**src/core/i2c_ext_pkg.sv**
```systemverilog
// constants for the data port, address-mode and smbus extension block
// assumes a 32-bit axi4-lite slave with one aligned word per register
package i2c_ext_pkg;
  // register byte offsets
  localparam logic [7:0] data_io_port_off = 8'h00;
  localparam logic [7:0] address_mode_control_off = 8'h04;
  localparam logic [7:0] smbus_control_status_off = 8'h08;
  localparam logic [7:0] second_slave_address_off = 8'h0c;
  localparam logic [7:0] scl_low_timeout_high_byte_off = 8'h10;
  localparam logic [7:0] scl_low_timeout_low_byte_off = 8'h14;
  localparam logic [7:0] bus_control_off = 8'h18;
  localparam logic [7:0] bus_status_off = 8'h1c;
  localparam logic [7:0] own_address_off = 8'h20;
  // address_mode_control fields
  localparam int general_call_enable_bit = 7;
  localparam int address_extension_bit = 6;
  localparam int upper_address_lsb = 0;
  // smbus_control_status fields
  localparam int fast_ack_enable_bit = 7;
  localparam int alert_response_enable_bit = 6;
  localparam int second_address_enable_bit = 5;
  localparam int timeout_clock_select_bit = 4;
  localparam int scl_low_timeout_flag_bit = 3;
  localparam int bus_high_timeout_flag_bit = 2;
  // bus_control fields
  localparam int master_select_bit = 0;
  localparam int transmit_select_bit = 1;
  localparam int acknowledge_control_bit = 2;
  localparam int repeat_start_request_bit = 3;
  // bus_status fields
  localparam int interrupt_pending_flag_bit = 1;
  localparam int addressed_as_slave_bit = 6;
  // reset value and fixed bus addresses
  localparam logic [7:0] ctrl_reset = 8'h00;
  localparam logic [7:0] general_call_addr = 8'h00;
  localparam logic [6:0] alert_response_addr = 7'h0c;
  localparam logic [4:0] ten_bit_prefix = 5'h1e;
  // timing and axi response codes
  localparam int timeout_prescale = 64;
  localparam int high_timeout_shift = 9;
  localparam logic [1:0] axi_okay = 2'h0;
  localparam logic [1:0] axi_slverr = 2'h2;
endpackage : i2c_ext_pkg

```
**src/core/i2c_smbus_data_address_timeout.sv**
```systemverilog
// data port, address modes and smbus timeouts behind an axi4-lite slave
// assumes synchronous scl/sda samples and an external open-drain pad
//
// The register addresses and the AXI4-Lite slave port were left to the implementer.
`timescale 1ns/1ps
module i2c_smbus_data_address_timeout
  import i2c_ext_pkg::*;
#(
  parameter int bit_divide = 100
)
(
  // clock and reset
  input wire logic ref_clk,
  input wire logic rst_n,
  // axi4-lite write
  input wire logic [7:0] s_axi_awaddr,
  input wire logic s_axi_awvalid,
  output logic s_axi_awready,
  input wire logic [31:0] s_axi_wdata,
  input wire logic [3:0] s_axi_wstrb,
  input wire logic s_axi_wvalid,
  output logic s_axi_wready,
  output logic [1:0] s_axi_bresp,
  output logic s_axi_bvalid,
  input wire logic s_axi_bready,
  // axi4-lite read
  input wire logic [7:0] s_axi_araddr,
  input wire logic s_axi_arvalid,
  output logic s_axi_arready,
  output logic [31:0] s_axi_rdata,
  output logic [1:0] s_axi_rresp,
  output logic s_axi_rvalid,
  input wire logic s_axi_rready,
  // bus pins
  input wire logic scl_in,
  input wire logic sda_in,
  output logic sda_out,
  output logic sda_oe,
  // address byte seen by the slave path
  input wire logic addr_strobe,
  input wire logic [7:0] addr_byte,
  // ack bit to drive at the ninth clock
  output logic ack_out
);
  typedef enum logic [1:0] {
    idle_s = 2'b00,
    addr_s = 2'b01,
    data_s = 2'b11,
    ackw_s = 2'b10
  } xfer_state_t;

  xfer_state_t state_reg, state_next;
  logic [7:0] amc_reg, amc_next;
  logic [7:0] smb_reg, smb_next;
  logic [7:0] sad_reg, sad_next;
  logic [7:0] slth_reg, slth_next;
  logic [7:0] sltl_reg, sltl_next;
  logic [7:0] ctl_reg, ctl_next;
  logic [7:0] own_reg, own_next;
  logic addressed_as_slave_reg, addressed_as_slave_next;
  logic iif_reg, iif_next;
  logic ack_reg, ack_next;
  logic aw_reg, aw_next;
  logic w_reg, w_next;
  logic [7:0] awa_reg, awa_next;
  logic [31:0] wd_reg, wd_next;
  logic bv_reg, bv_next;
  logic [1:0] br_reg, br_next;
  logic rv_reg, rv_next;
  logic [31:0] rd_reg, rd_next;
  logic [1:0] rr_reg, rr_next;
  logic [$clog2(bit_divide)-1:0] div_reg, div_next;

  logic wr_fire, rd_fire, scl_tick;
  logic start_tx, start_rx, sh_busy, sh_done, sh_sda;
  logic [7:0] rx_byte;
  logic low_hit, high_to, addr_match;

  function automatic logic known_addr(input logic [7:0] a);
    known_addr = a inside {data_io_port_off, address_mode_control_off,
      smbus_control_status_off, second_slave_address_off,
      scl_low_timeout_high_byte_off, scl_low_timeout_low_byte_off,
      bus_control_off, bus_status_off, own_address_off};
  endfunction : known_addr

  i2c_shift_unit u_shift (
    .ref_clk(ref_clk),
    .rst_n(rst_n),
    .scl_tick(scl_tick),
    .start_tx(start_tx),
    .start_rx(start_rx),
    .tx_byte(wd_reg[7:0]),
    .sda_in(sda_in),
    .busy(sh_busy),
    .done(sh_done),
    .rx_byte(rx_byte),
    .sda_out(sh_sda)
  );

  i2c_timeout_unit #(.count_width(16)) u_timeout (
    .ref_clk(ref_clk),
    .rst_n(rst_n),
    .scl_in(scl_in),
    .sda_in(sda_in),
    .timeout_clock_select(smb_reg[timeout_clock_select_bit]),
    .low_timeout_value({slth_reg, sltl_reg}),
    .low_timeout_hit(low_hit),
    .high_timeout(high_to)
  );

  // axi handshakes
  assign s_axi_awready = ~aw_reg & ~bv_reg;
  assign s_axi_wready = ~w_reg & ~bv_reg;
  assign s_axi_arready = ~rv_reg;
  assign wr_fire = aw_reg & w_reg & ~bv_reg;
  assign rd_fire = s_axi_arvalid & ~rv_reg;
  assign scl_tick = (div_reg == '0);

  // slave address match
  always_comb begin
    addr_match = 1'b0;
    if (amc_reg[address_extension_bit]) begin
      addr_match = addr_byte[7:3] == ten_bit_prefix &&
        addr_byte[2:1] == amc_reg[2:1];
    end else begin
      addr_match = addr_byte[7:1] == own_reg[7:1];
    end
    if (amc_reg[general_call_enable_bit] && addr_byte == general_call_addr)
      addr_match = 1'b1;
    if (smb_reg[alert_response_enable_bit] &&
        addr_byte[7:1] == alert_response_addr)
      addr_match = 1'b1;
    if (smb_reg[second_address_enable_bit] &&
        addr_byte[7:1] == sad_reg[7:1])
      addr_match = 1'b1;
  end

  // data port triggers
  always_comb begin
    logic active;
    active = ctl_reg[master_select_bit] | addressed_as_slave_reg;
    start_tx = wr_fire && awa_reg == data_io_port_off && active &&
      ctl_reg[transmit_select_bit] && !sh_busy;
    start_rx = rd_fire && s_axi_araddr == data_io_port_off && active &&
      !ctl_reg[transmit_select_bit] && !sh_busy &&
      state_reg != ackw_s;
  end

  // bus and register state
  always_comb begin
    state_next = state_reg;
    amc_next = amc_reg;
    smb_next = smb_reg;
    sad_next = sad_reg;
    slth_next = slth_reg;
    sltl_next = sltl_reg;
    ctl_next = ctl_reg;
    own_next = own_reg;
    addressed_as_slave_next = addressed_as_slave_reg;
    iif_next = iif_reg;
    ack_next = ack_reg;
    div_next = (div_reg == $clog2(bit_divide)'(bit_divide - 1)) ?
      '0 : div_reg + 1'b1;
    // restart the divider so the first bit slot is full length
    if (start_tx || start_rx)
      div_next = $clog2(bit_divide)'(1);
    if (wr_fire) begin
      case (awa_reg)
        address_mode_control_off: amc_next = {wd_reg[7:6], 3'h0, wd_reg[2:0]};
        smbus_control_status_off: begin
          smb_next[7:4] = wd_reg[7:4];
          if (wd_reg[scl_low_timeout_flag_bit])
            smb_next[scl_low_timeout_flag_bit] = 1'b0;
        end
        second_slave_address_off: sad_next = {wd_reg[7:1], 1'b0};
        scl_low_timeout_high_byte_off: slth_next = wd_reg[7:0];
        scl_low_timeout_low_byte_off: sltl_next = wd_reg[7:0];
        bus_control_off: begin
          ctl_next = wd_reg[7:0] & 8'h0f;
          addressed_as_slave_next = 1'b0;
          if (wd_reg[master_select_bit] & ~ctl_reg[master_select_bit] ||
              wd_reg[repeat_start_request_bit])
            state_next = addr_s;
        end
        bus_status_off: begin
          if (wd_reg[interrupt_pending_flag_bit]) begin
            iif_next = 1'b0;
            smb_next[scl_low_timeout_flag_bit] = 1'b0;
          end
        end
        own_address_off: own_next = {wd_reg[7:1], 1'b0};
        default: ;
      endcase
    end
    ctl_next[repeat_start_request_bit] = 1'b0;
    // fast ack: software writes acknowledge_control to release the byte
    if (state_reg == ackw_s && wr_fire && awa_reg == bus_control_off) begin
      ack_next = wd_reg[acknowledge_control_bit];
      state_next = data_s;
    end
    if (start_tx && state_reg == addr_s)
      state_next = data_s;
    if (sh_done) begin
      iif_next = 1'b1;
      if (smb_reg[fast_ack_enable_bit] && !ctl_reg[transmit_select_bit] &&
          state_reg == data_s)
        state_next = ackw_s;
      else
        ack_next = ctl_reg[acknowledge_control_bit];
    end
    if (addr_strobe && addr_match) begin
      addressed_as_slave_next = 1'b1;
      iif_next = 1'b1;
    end
    if (low_hit) begin
      smb_next[scl_low_timeout_flag_bit] = 1'b1;
      iif_next = 1'b1;
    end
    smb_next[bus_high_timeout_flag_bit] = high_to;
    if (!ctl_reg[master_select_bit] && state_reg != idle_s && !addressed_as_slave_reg)
      state_next = idle_s;
  end

  // axi channel state
  always_comb begin
    aw_next = aw_reg | (s_axi_awvalid & s_axi_awready);
    w_next = w_reg | (s_axi_wvalid & s_axi_wready);
    awa_next = (s_axi_awvalid & s_axi_awready) ? s_axi_awaddr : awa_reg;
    wd_next = (s_axi_wvalid & s_axi_wready) ? s_axi_wdata : wd_reg;
    bv_next = bv_reg;
    br_next = br_reg;
    rv_next = rv_reg;
    rd_next = rd_reg;
    rr_next = rr_reg;
    if (wr_fire) begin
      aw_next = 1'b0;
      w_next = 1'b0;
      bv_next = 1'b1;
      br_next = known_addr(awa_reg) ? axi_okay : axi_slverr;
    end else if (bv_reg && s_axi_bready) begin
      bv_next = 1'b0;
    end
    if (rd_fire) begin
      rv_next = 1'b1;
      rr_next = known_addr(s_axi_araddr) ? axi_okay : axi_slverr;
      case (s_axi_araddr)
        data_io_port_off: rd_next = {24'h0, rx_byte};
        address_mode_control_off: rd_next = {24'h0, amc_reg};
        smbus_control_status_off: rd_next = {24'h0, smb_reg};
        second_slave_address_off: rd_next = {24'h0, sad_reg};
        scl_low_timeout_high_byte_off: rd_next = {24'h0, slth_reg};
        scl_low_timeout_low_byte_off: rd_next = {24'h0, sltl_reg};
        bus_control_off: rd_next = {24'h0, ctl_reg};
        bus_status_off: rd_next = {24'h0, 1'b0, addressed_as_slave_reg, 4'h0,
          iif_reg, ack_reg};
        own_address_off: rd_next = {24'h0, own_reg};
        default: rd_next = 32'h0;
      endcase
    end else if (rv_reg && s_axi_rready) begin
      rv_next = 1'b0;
    end
  end

  always_ff @(posedge ref_clk or negedge rst_n) begin
    if (!rst_n) begin
      state_reg <= idle_s;
      amc_reg <= ctrl_reset;
      smb_reg <= ctrl_reset;
      sad_reg <= ctrl_reset;
      slth_reg <= ctrl_reset;
      sltl_reg <= ctrl_reset;
      ctl_reg <= ctrl_reset;
      own_reg <= ctrl_reset;
      addressed_as_slave_reg <= 1'b0;
      iif_reg <= 1'b0;
      ack_reg <= 1'b0;
      div_reg <= '0;
      aw_reg <= 1'b0;
      w_reg <= 1'b0;
      awa_reg <= 8'h00;
      wd_reg <= 32'h0;
      bv_reg <= 1'b0;
      br_reg <= axi_okay;
      rv_reg <= 1'b0;
      rd_reg <= 32'h0;
      rr_reg <= axi_okay;
    end else begin
      state_reg <= state_next;
      amc_reg <= amc_next;
      smb_reg <= smb_next;
      sad_reg <= sad_next;
      slth_reg <= slth_next;
      sltl_reg <= sltl_next;
      ctl_reg <= ctl_next;
      own_reg <= own_next;
      addressed_as_slave_reg <= addressed_as_slave_next;
      iif_reg <= iif_next;
      ack_reg <= ack_next;
      div_reg <= div_next;
      aw_reg <= aw_next;
      w_reg <= w_next;
      awa_reg <= awa_next;
      wd_reg <= wd_next;
      bv_reg <= bv_next;
      br_reg <= br_next;
      rv_reg <= rv_next;
      rd_reg <= rd_next;
      rr_reg <= rr_next;
    end
  end

  assign s_axi_bvalid = bv_reg;
  assign s_axi_bresp = br_reg;
  assign s_axi_rvalid = rv_reg;
  assign s_axi_rdata = rd_reg;
  assign s_axi_rresp = rr_reg;
  assign sda_out = 1'b0;
  assign sda_oe = sh_sda;
  assign ack_out = ack_reg;
endmodule : i2c_smbus_data_address_timeout

```
**src/core/i2c_shift_unit.sv**
```systemverilog
// byte shifter: sends or receives one byte msb first on the bus
// assumes scl_tick pulses once per bit slot from the parent
`timescale 1ns/1ps
module i2c_shift_unit
  import i2c_ext_pkg::*;
(
  // clock and reset
  input wire logic ref_clk,
  input wire logic rst_n,
  // control
  input wire logic scl_tick,
  input wire logic start_tx,
  input wire logic start_rx,
  input wire logic [7:0] tx_byte,
  input wire logic sda_in,
  // results
  output logic busy,
  output logic done,
  output logic [7:0] rx_byte,
  output logic sda_out
);
  logic [7:0] shift_reg, shift_next;
  logic [3:0] count_reg, count_next;
  logic dir_reg, dir_next;
  logic busy_reg, busy_next;
  logic done_reg, done_next;
  logic [7:0] rx_reg, rx_next;

  always_comb begin
    shift_next = shift_reg;
    count_next = count_reg;
    dir_next = dir_reg;
    busy_next = busy_reg;
    done_next = 1'b0;
    rx_next = rx_reg;
    if (!busy_reg && (start_tx || start_rx)) begin
      busy_next = 1'b1;
      dir_next = start_tx;
      shift_next = start_tx ? tx_byte : 8'h00;
      count_next = 4'h0;
    end else if (busy_reg && scl_tick) begin
      shift_next = {shift_reg[6:0], sda_in};
      count_next = count_reg + 4'h1;
      if (count_reg == 4'h7) begin
        busy_next = 1'b0;
        done_next = 1'b1;
        if (!dir_reg) begin
          rx_next = {shift_reg[6:0], sda_in};
        end
      end
    end
  end

  always_ff @(posedge ref_clk or negedge rst_n) begin
    if (!rst_n) begin
      shift_reg <= 8'h00;
      count_reg <= 4'h0;
      dir_reg <= 1'b0;
      busy_reg <= 1'b0;
      done_reg <= 1'b0;
      rx_reg <= 8'h00;
    end else begin
      shift_reg <= shift_next;
      count_reg <= count_next;
      dir_reg <= dir_next;
      busy_reg <= busy_next;
      done_reg <= done_next;
      rx_reg <= rx_next;
    end
  end

  assign busy = busy_reg;
  assign done = done_reg;
  assign rx_byte = rx_reg;
  assign sda_out = busy_reg & dir_reg & ~shift_reg[7];
endmodule : i2c_shift_unit

```
**src/core/i2c_timeout_unit.sv**
```systemverilog
// scl low and bus free timeout counters
// assumes scl and sda are already synchronous samples of the bus
`timescale 1ns/1ps
module i2c_timeout_unit
  import i2c_ext_pkg::*;
#(
  parameter int count_width = 16
)
(
  // clock and reset
  input wire logic ref_clk,
  input wire logic rst_n,
  // bus levels and settings
  input wire logic scl_in,
  input wire logic sda_in,
  input wire logic timeout_clock_select,
  input wire logic [15:0] low_timeout_value,
  // events
  output logic low_timeout_hit,
  output logic high_timeout
);
  logic [5:0] pre_reg, pre_next;
  logic [count_width-1:0] low_reg, low_next;
  logic [count_width-1:0] high_reg, high_next;
  logic hit_reg, hit_next;
  logic tick;
  logic [15:0] high_limit;

  assign high_limit = low_timeout_value >> high_timeout_shift;
  assign tick = timeout_clock_select | (pre_reg == 6'(timeout_prescale - 1));

  always_comb begin
    pre_next = (pre_reg == 6'(timeout_prescale - 1)) ? 6'h00 : pre_reg + 6'h01;
    low_next = low_reg;
    high_next = high_reg;
    hit_next = 1'b0;
    if (scl_in || low_timeout_value == 16'h0000) begin
      low_next = '0;
    end else if (tick && low_reg != {count_width{1'b1}}) begin
      low_next = low_reg + 1'b1;
      hit_next = (low_reg + 1'b1) == count_width'(low_timeout_value);
    end
    if (!scl_in || !sda_in) begin
      high_next = '0;
    end else if (tick && high_reg != {count_width{1'b1}}) begin
      high_next = high_reg + 1'b1;
    end
  end

  always_ff @(posedge ref_clk or negedge rst_n) begin
    if (!rst_n) begin
      pre_reg <= 6'h00;
      low_reg <= '0;
      high_reg <= '0;
      hit_reg <= 1'b0;
    end else begin
      pre_reg <= pre_next;
      low_reg <= low_next;
      high_reg <= high_next;
      hit_reg <= hit_next;
    end
  end

  assign low_timeout_hit = hit_reg;
  assign high_timeout = (high_reg > count_width'(high_limit));
endmodule : i2c_timeout_unit

```
**config.mk**
```make
export PLATFORM = sky130hd
export DESIGN_NAME = i2c_smbus_data_address_timeout
export DESIGN_NICKNAME = d
export VERILOG_FILES = /design/src/core/i2c_ext_pkg.sv /design/src/core/i2c_smbus_data_address_timeout.sv /design/src/core/i2c_shift_unit.sv /design/src/core/i2c_timeout_unit.sv
export SDC_FILE = /design/constraint.sdc
export NUM_CORES = 1
export LEC_CHECK = 0
export ABC_AREA = 1
export ABC_CLOCK_PERIOD_IN_PS = 2000
export BUFFER_PORTS_ARGS = -buffer_cell sky130_fd_sc_hd__buf_2
export CAP_MARGIN = 20
export CELL_PAD_IN_SITES_DETAIL_PLACEMENT = 0
export CELL_PAD_IN_SITES_GLOBAL_PLACEMENT = 1
export CORE_MARGIN = 2
export CORE_UTILIZATION = 43
export CTS_BUF_LIST = sky130_fd_sc_hd__clkbuf_16
export DETAILED_ROUTE_END_ITERATION = 8
export PLACE_DENSITY_LB_ADDON = 0.1
export SLEW_MARGIN = 20
export SYNTH_ARGS = -nofsm -noshare
export SYNTH_HDL_FRONTEND = slang
export SYNTH_SLANG_ARGS = --single-unit
```
**constraint.sdc**
```tcl
create_clock -name ref_clk -period 2 [get_ports ref_clk]
set_clock_uncertainty 0.1 [all_clocks]
set_input_delay 0.2 -clock ref_clk [delete_from_list [all_inputs] [get_ports ref_clk]]
set_output_delay 0.2 -clock ref_clk [all_outputs]
set_load 0.01 [all_outputs]
```
==> metrics.csv <==
stage,metric,value,unit
die,row count,50,
worst_setup_path,Worst path max stage delay,0.45,ns
grt,vias in the first global route,6948,
finish,nets,1281,
routing,DR vias,7261,
routing,Antenna Violating Nets Remaining,0,
routing,Routed WL,22300,um
grt,first-pass GRT wire length,36800,um
finish,Antenna Cells,0,
worst_setup_path,critical path class,flip-flop to flip-flop,
worst_setup_path,"CP delay by family, top",simple AND/OR/NAND/NOR gates,
worst_setup_path,CP bufs+invs,3,
timing,"Setup violations, final",0,
timing,Worst Tran Pin Value,0.543,ns
placement,Detailed Place HPWL,16700,um
routing,First DRT Iteration DRCs,516,
placement,pre-CTS setup slack,0.106,ns
timing,Slew headroom,0.635,
clocking,H-Tree Depth,4,
synth,Mapped Cells,1067,
routing,DRC,0,
grt,gr usage total,0.235,
run_status,status,"complete, no violations",
timing,clock period minus worst slack,1.88,ns
worst_setup_path,Worst R2R Setup Slack,0.12,ns
synth,top cell type's share of synthesized area,0.454,
routing,routed len/inst,15.4,um
synth,Synth top cells by count,"nand2_1 (280), dfrtp_1 (148), inv_1 (129)",
finish,area grow syn2layout,20.3,%
finish,post-layout util,0.526,
timing,Final Max Slew Viols,0,
run,max cap viols,0,
finish,Reg area,3710,um2
timing,"Worst Setup Slack, final",0.125,ns
routing,drt pass-1 iters,5,
clocking,clk_lat worst skew,0.43,ns
timing,final hold vios,0,
worst_setup_path,most frequent cell on the critical path,o21ai_0,
clocking,root buffer cell,clkbuf_16,
finish,fraction of layout cells with a size suffix above 1,0.154,
synth,Synth cell types,46,
die,die footprint,20100,um2
min_path,worst min path class,primary input to flip-flop,
grt,largest net degree at the start of global routing,60,
synth,Synth area leader,dfrtp_1,
synth,Synth async-reset ratio,1.00,
grt,Congestion Overflow GR,0,
worst_setup_path,CP Data Required Time,2.22,ns
pwr,static leakage,0.00475,uW
clocking,CTS buffer count,17,
synth,Synth Cell Area,8160,um2
clocking,CTS tree,built,
synth,top-count cell post-synth,nand2_1,
synth,synth top area cells,"dfrtp_1 (45%), nand2_1 (13%), inv_1 (5.9%)",
worst_setup_path,"Cell Chain, Critical Path","nor3_4, inv_2, nor2_4, nand2_4, nand2_8, inv_4, o21ai_0, o21ai_0, o21ai_0, inv_1",
worst_setup_path,Worst Setup Start Kind,flip-flop,
finish,multi-input combinational cell area,3840,um2
placement,gp weighted congestion,0.865,
die,I/O pins,114,
pwr,power per cell area,825,nW/um2
synth,register area share after synthesis,0.454,
placement,IO Port Bufs,58,
synth,average cell area after synthesis,7.65,um2
grt,initial antenna violation count,0,
clocking,CTS sink count,148,
synth,number of synthesized flops with an enable pin,0,
synth,Synth Register Bits,148,
die,Core Area,18600,um2
worst_setup_path,highest-delay cell along the critical path,dfrtp_2,
synth,Synth warnings,0,
worst_setup_path,crit path max fanout,10,
pwr,Peak supply drop,630,uV
synth,Main synth FF type,dfrtp_1,
worst_setup_path,CP arrival,2.09,ns
clocking,CTS max path bufs,2,
routing,detail-routed via count per cell,5.02,
clocking,"CTS clk-pin slew, worst paths",0.07,ns
worst_setup_path,Worst setup EP type,flip-flop,
timing,Fmax,533,MHz
die,y dimension of the die,142,um
die,Die W,142,um
timing,Tcrit/Tclk final,0.938,
die,Initial Util,0.438,
finish,filler cell count,1877,
## repair_timing
item / CTS / global route
hold endpoints to repair: 169 / 0
setup buffers: 0 / 4
hold buffers: 22 / 0
setup endpoints to repair: 0 / 40
gates resized for setup: 0 / 22
## per-layer routing
metal	track usage	vias to the layer above	wire length (um)
li1	-	3694	-
met1	0.342	3396	11000
met2	0.374	155	10300
met3	0.0398	16	788
met4	0.0432	0	204
met5	0	-	0
## final cells by class
type                            count  share of cell area
Multi-Input combinational cell    771               0.391
Sequential cell                   148               0.378
Tap cell                          234              0.0298
Inverter                          135              0.0520
Clock inverter                     15              0.0161
Timing Repair Buffer              125              0.0900
Clock buffer                       17              0.0433
## tightest hold or removal path, cell delays in order
cell and delay [ns]:
buf_2 0.12, nand2_1 0.18, nor2_1 0.08
## final timing paths
kind,start,end,depth (start not counted)
worst max-delay path,s_axi_bvalid$_DFFE_PN0P_,u_shift.shift_reg[1]$_DFFE_PN0P_,10
worst min-delay path,scl_in,u_timeout.high_reg[3]$_DFFE_PN0P_,3
worst max register to register,s_axi_bvalid$_DFFE_PN0P_,u_shift.shift_reg[1]$_DFFE_PN0P_,10
worst min register to register,u_timeout.pre_reg[0]$_DFF_PN0_,u_timeout.pre_reg[0]$_DFF_PN0_,1
max in group asynchronous,rst_n,s_axi_bvalid$_DFFE_PN0P_,3
min in group asynchronous,rst_n,aw_reg$_DFF_PN0_,3
## power breakdown
part	total (uW)	internal (uW)	leakage, uW	switching [uW]
clock	3230	1780	0.000288	1450
sequential	3440	3250	0.00192	188
combinational	1430	425	0.00255	1000
total	8090	5450	0.00475	2640
## cells in the final DEF, fill, tap and decap left out, types with 3 or more instances in the layout
master,count
nand3_1,69
nor3_1,22
nor2_4,6
nor2_1,101
dlygate4sd3_1,22
nor3b_1,3
nand2_2,8
o22ai_1,19
inv_6,8
a31oi_1,4
xor2_1,17
xnor2_1,5
o21ai_0,85
ha_1,11
nor2_2,9
conb_1,27
nand2_1,277
o21ai_1,11
nor4_1,5
dfrtp_1,146
clkbuf_16,17
buf_4,42
buf_2,57
inv_8,4
inv_1,128
o21ai_2,3
o31ai_1,6
nand4_1,23
a21oi_1,34
inv_2,5
## metrics by stage
stage | instance area, um2 | TNS, ns | instances | total power (uW) | hold WS (ns)
2_1_floorplan | 8260 | 0 | 1093 | 4270 | -0.196
3_3_place_gp | 8910 | 0 | 1387 | 4850 | -0.106
3_5_place_dp | 8910 | 0 | 1387 | 4870 | -0.106
4_1_cts | 9720 | 0 | 1441 | 8140 | 0.0826
5_1_grt | 9810 | -0.0149 | 1445 | 8490 | 0.133
6_report | 9810 | 0 | 1445 | 8090 | 0.0942
## cells by family (layout without fill, tap and decap cells)
logic type	after synthesis	after routing	synth area share
simple gates	536	536	0.289
other cells	1	27	0.000459
flops	148	148	0.454
xor+xnor	22	22	0.0236
buf+inv	174	292	0.0954
fa+ha+maj	13	13	0.0199
compound gates	171	171	0.115
mux	2	2	0.00276
(Power assumes the default switching activity.)
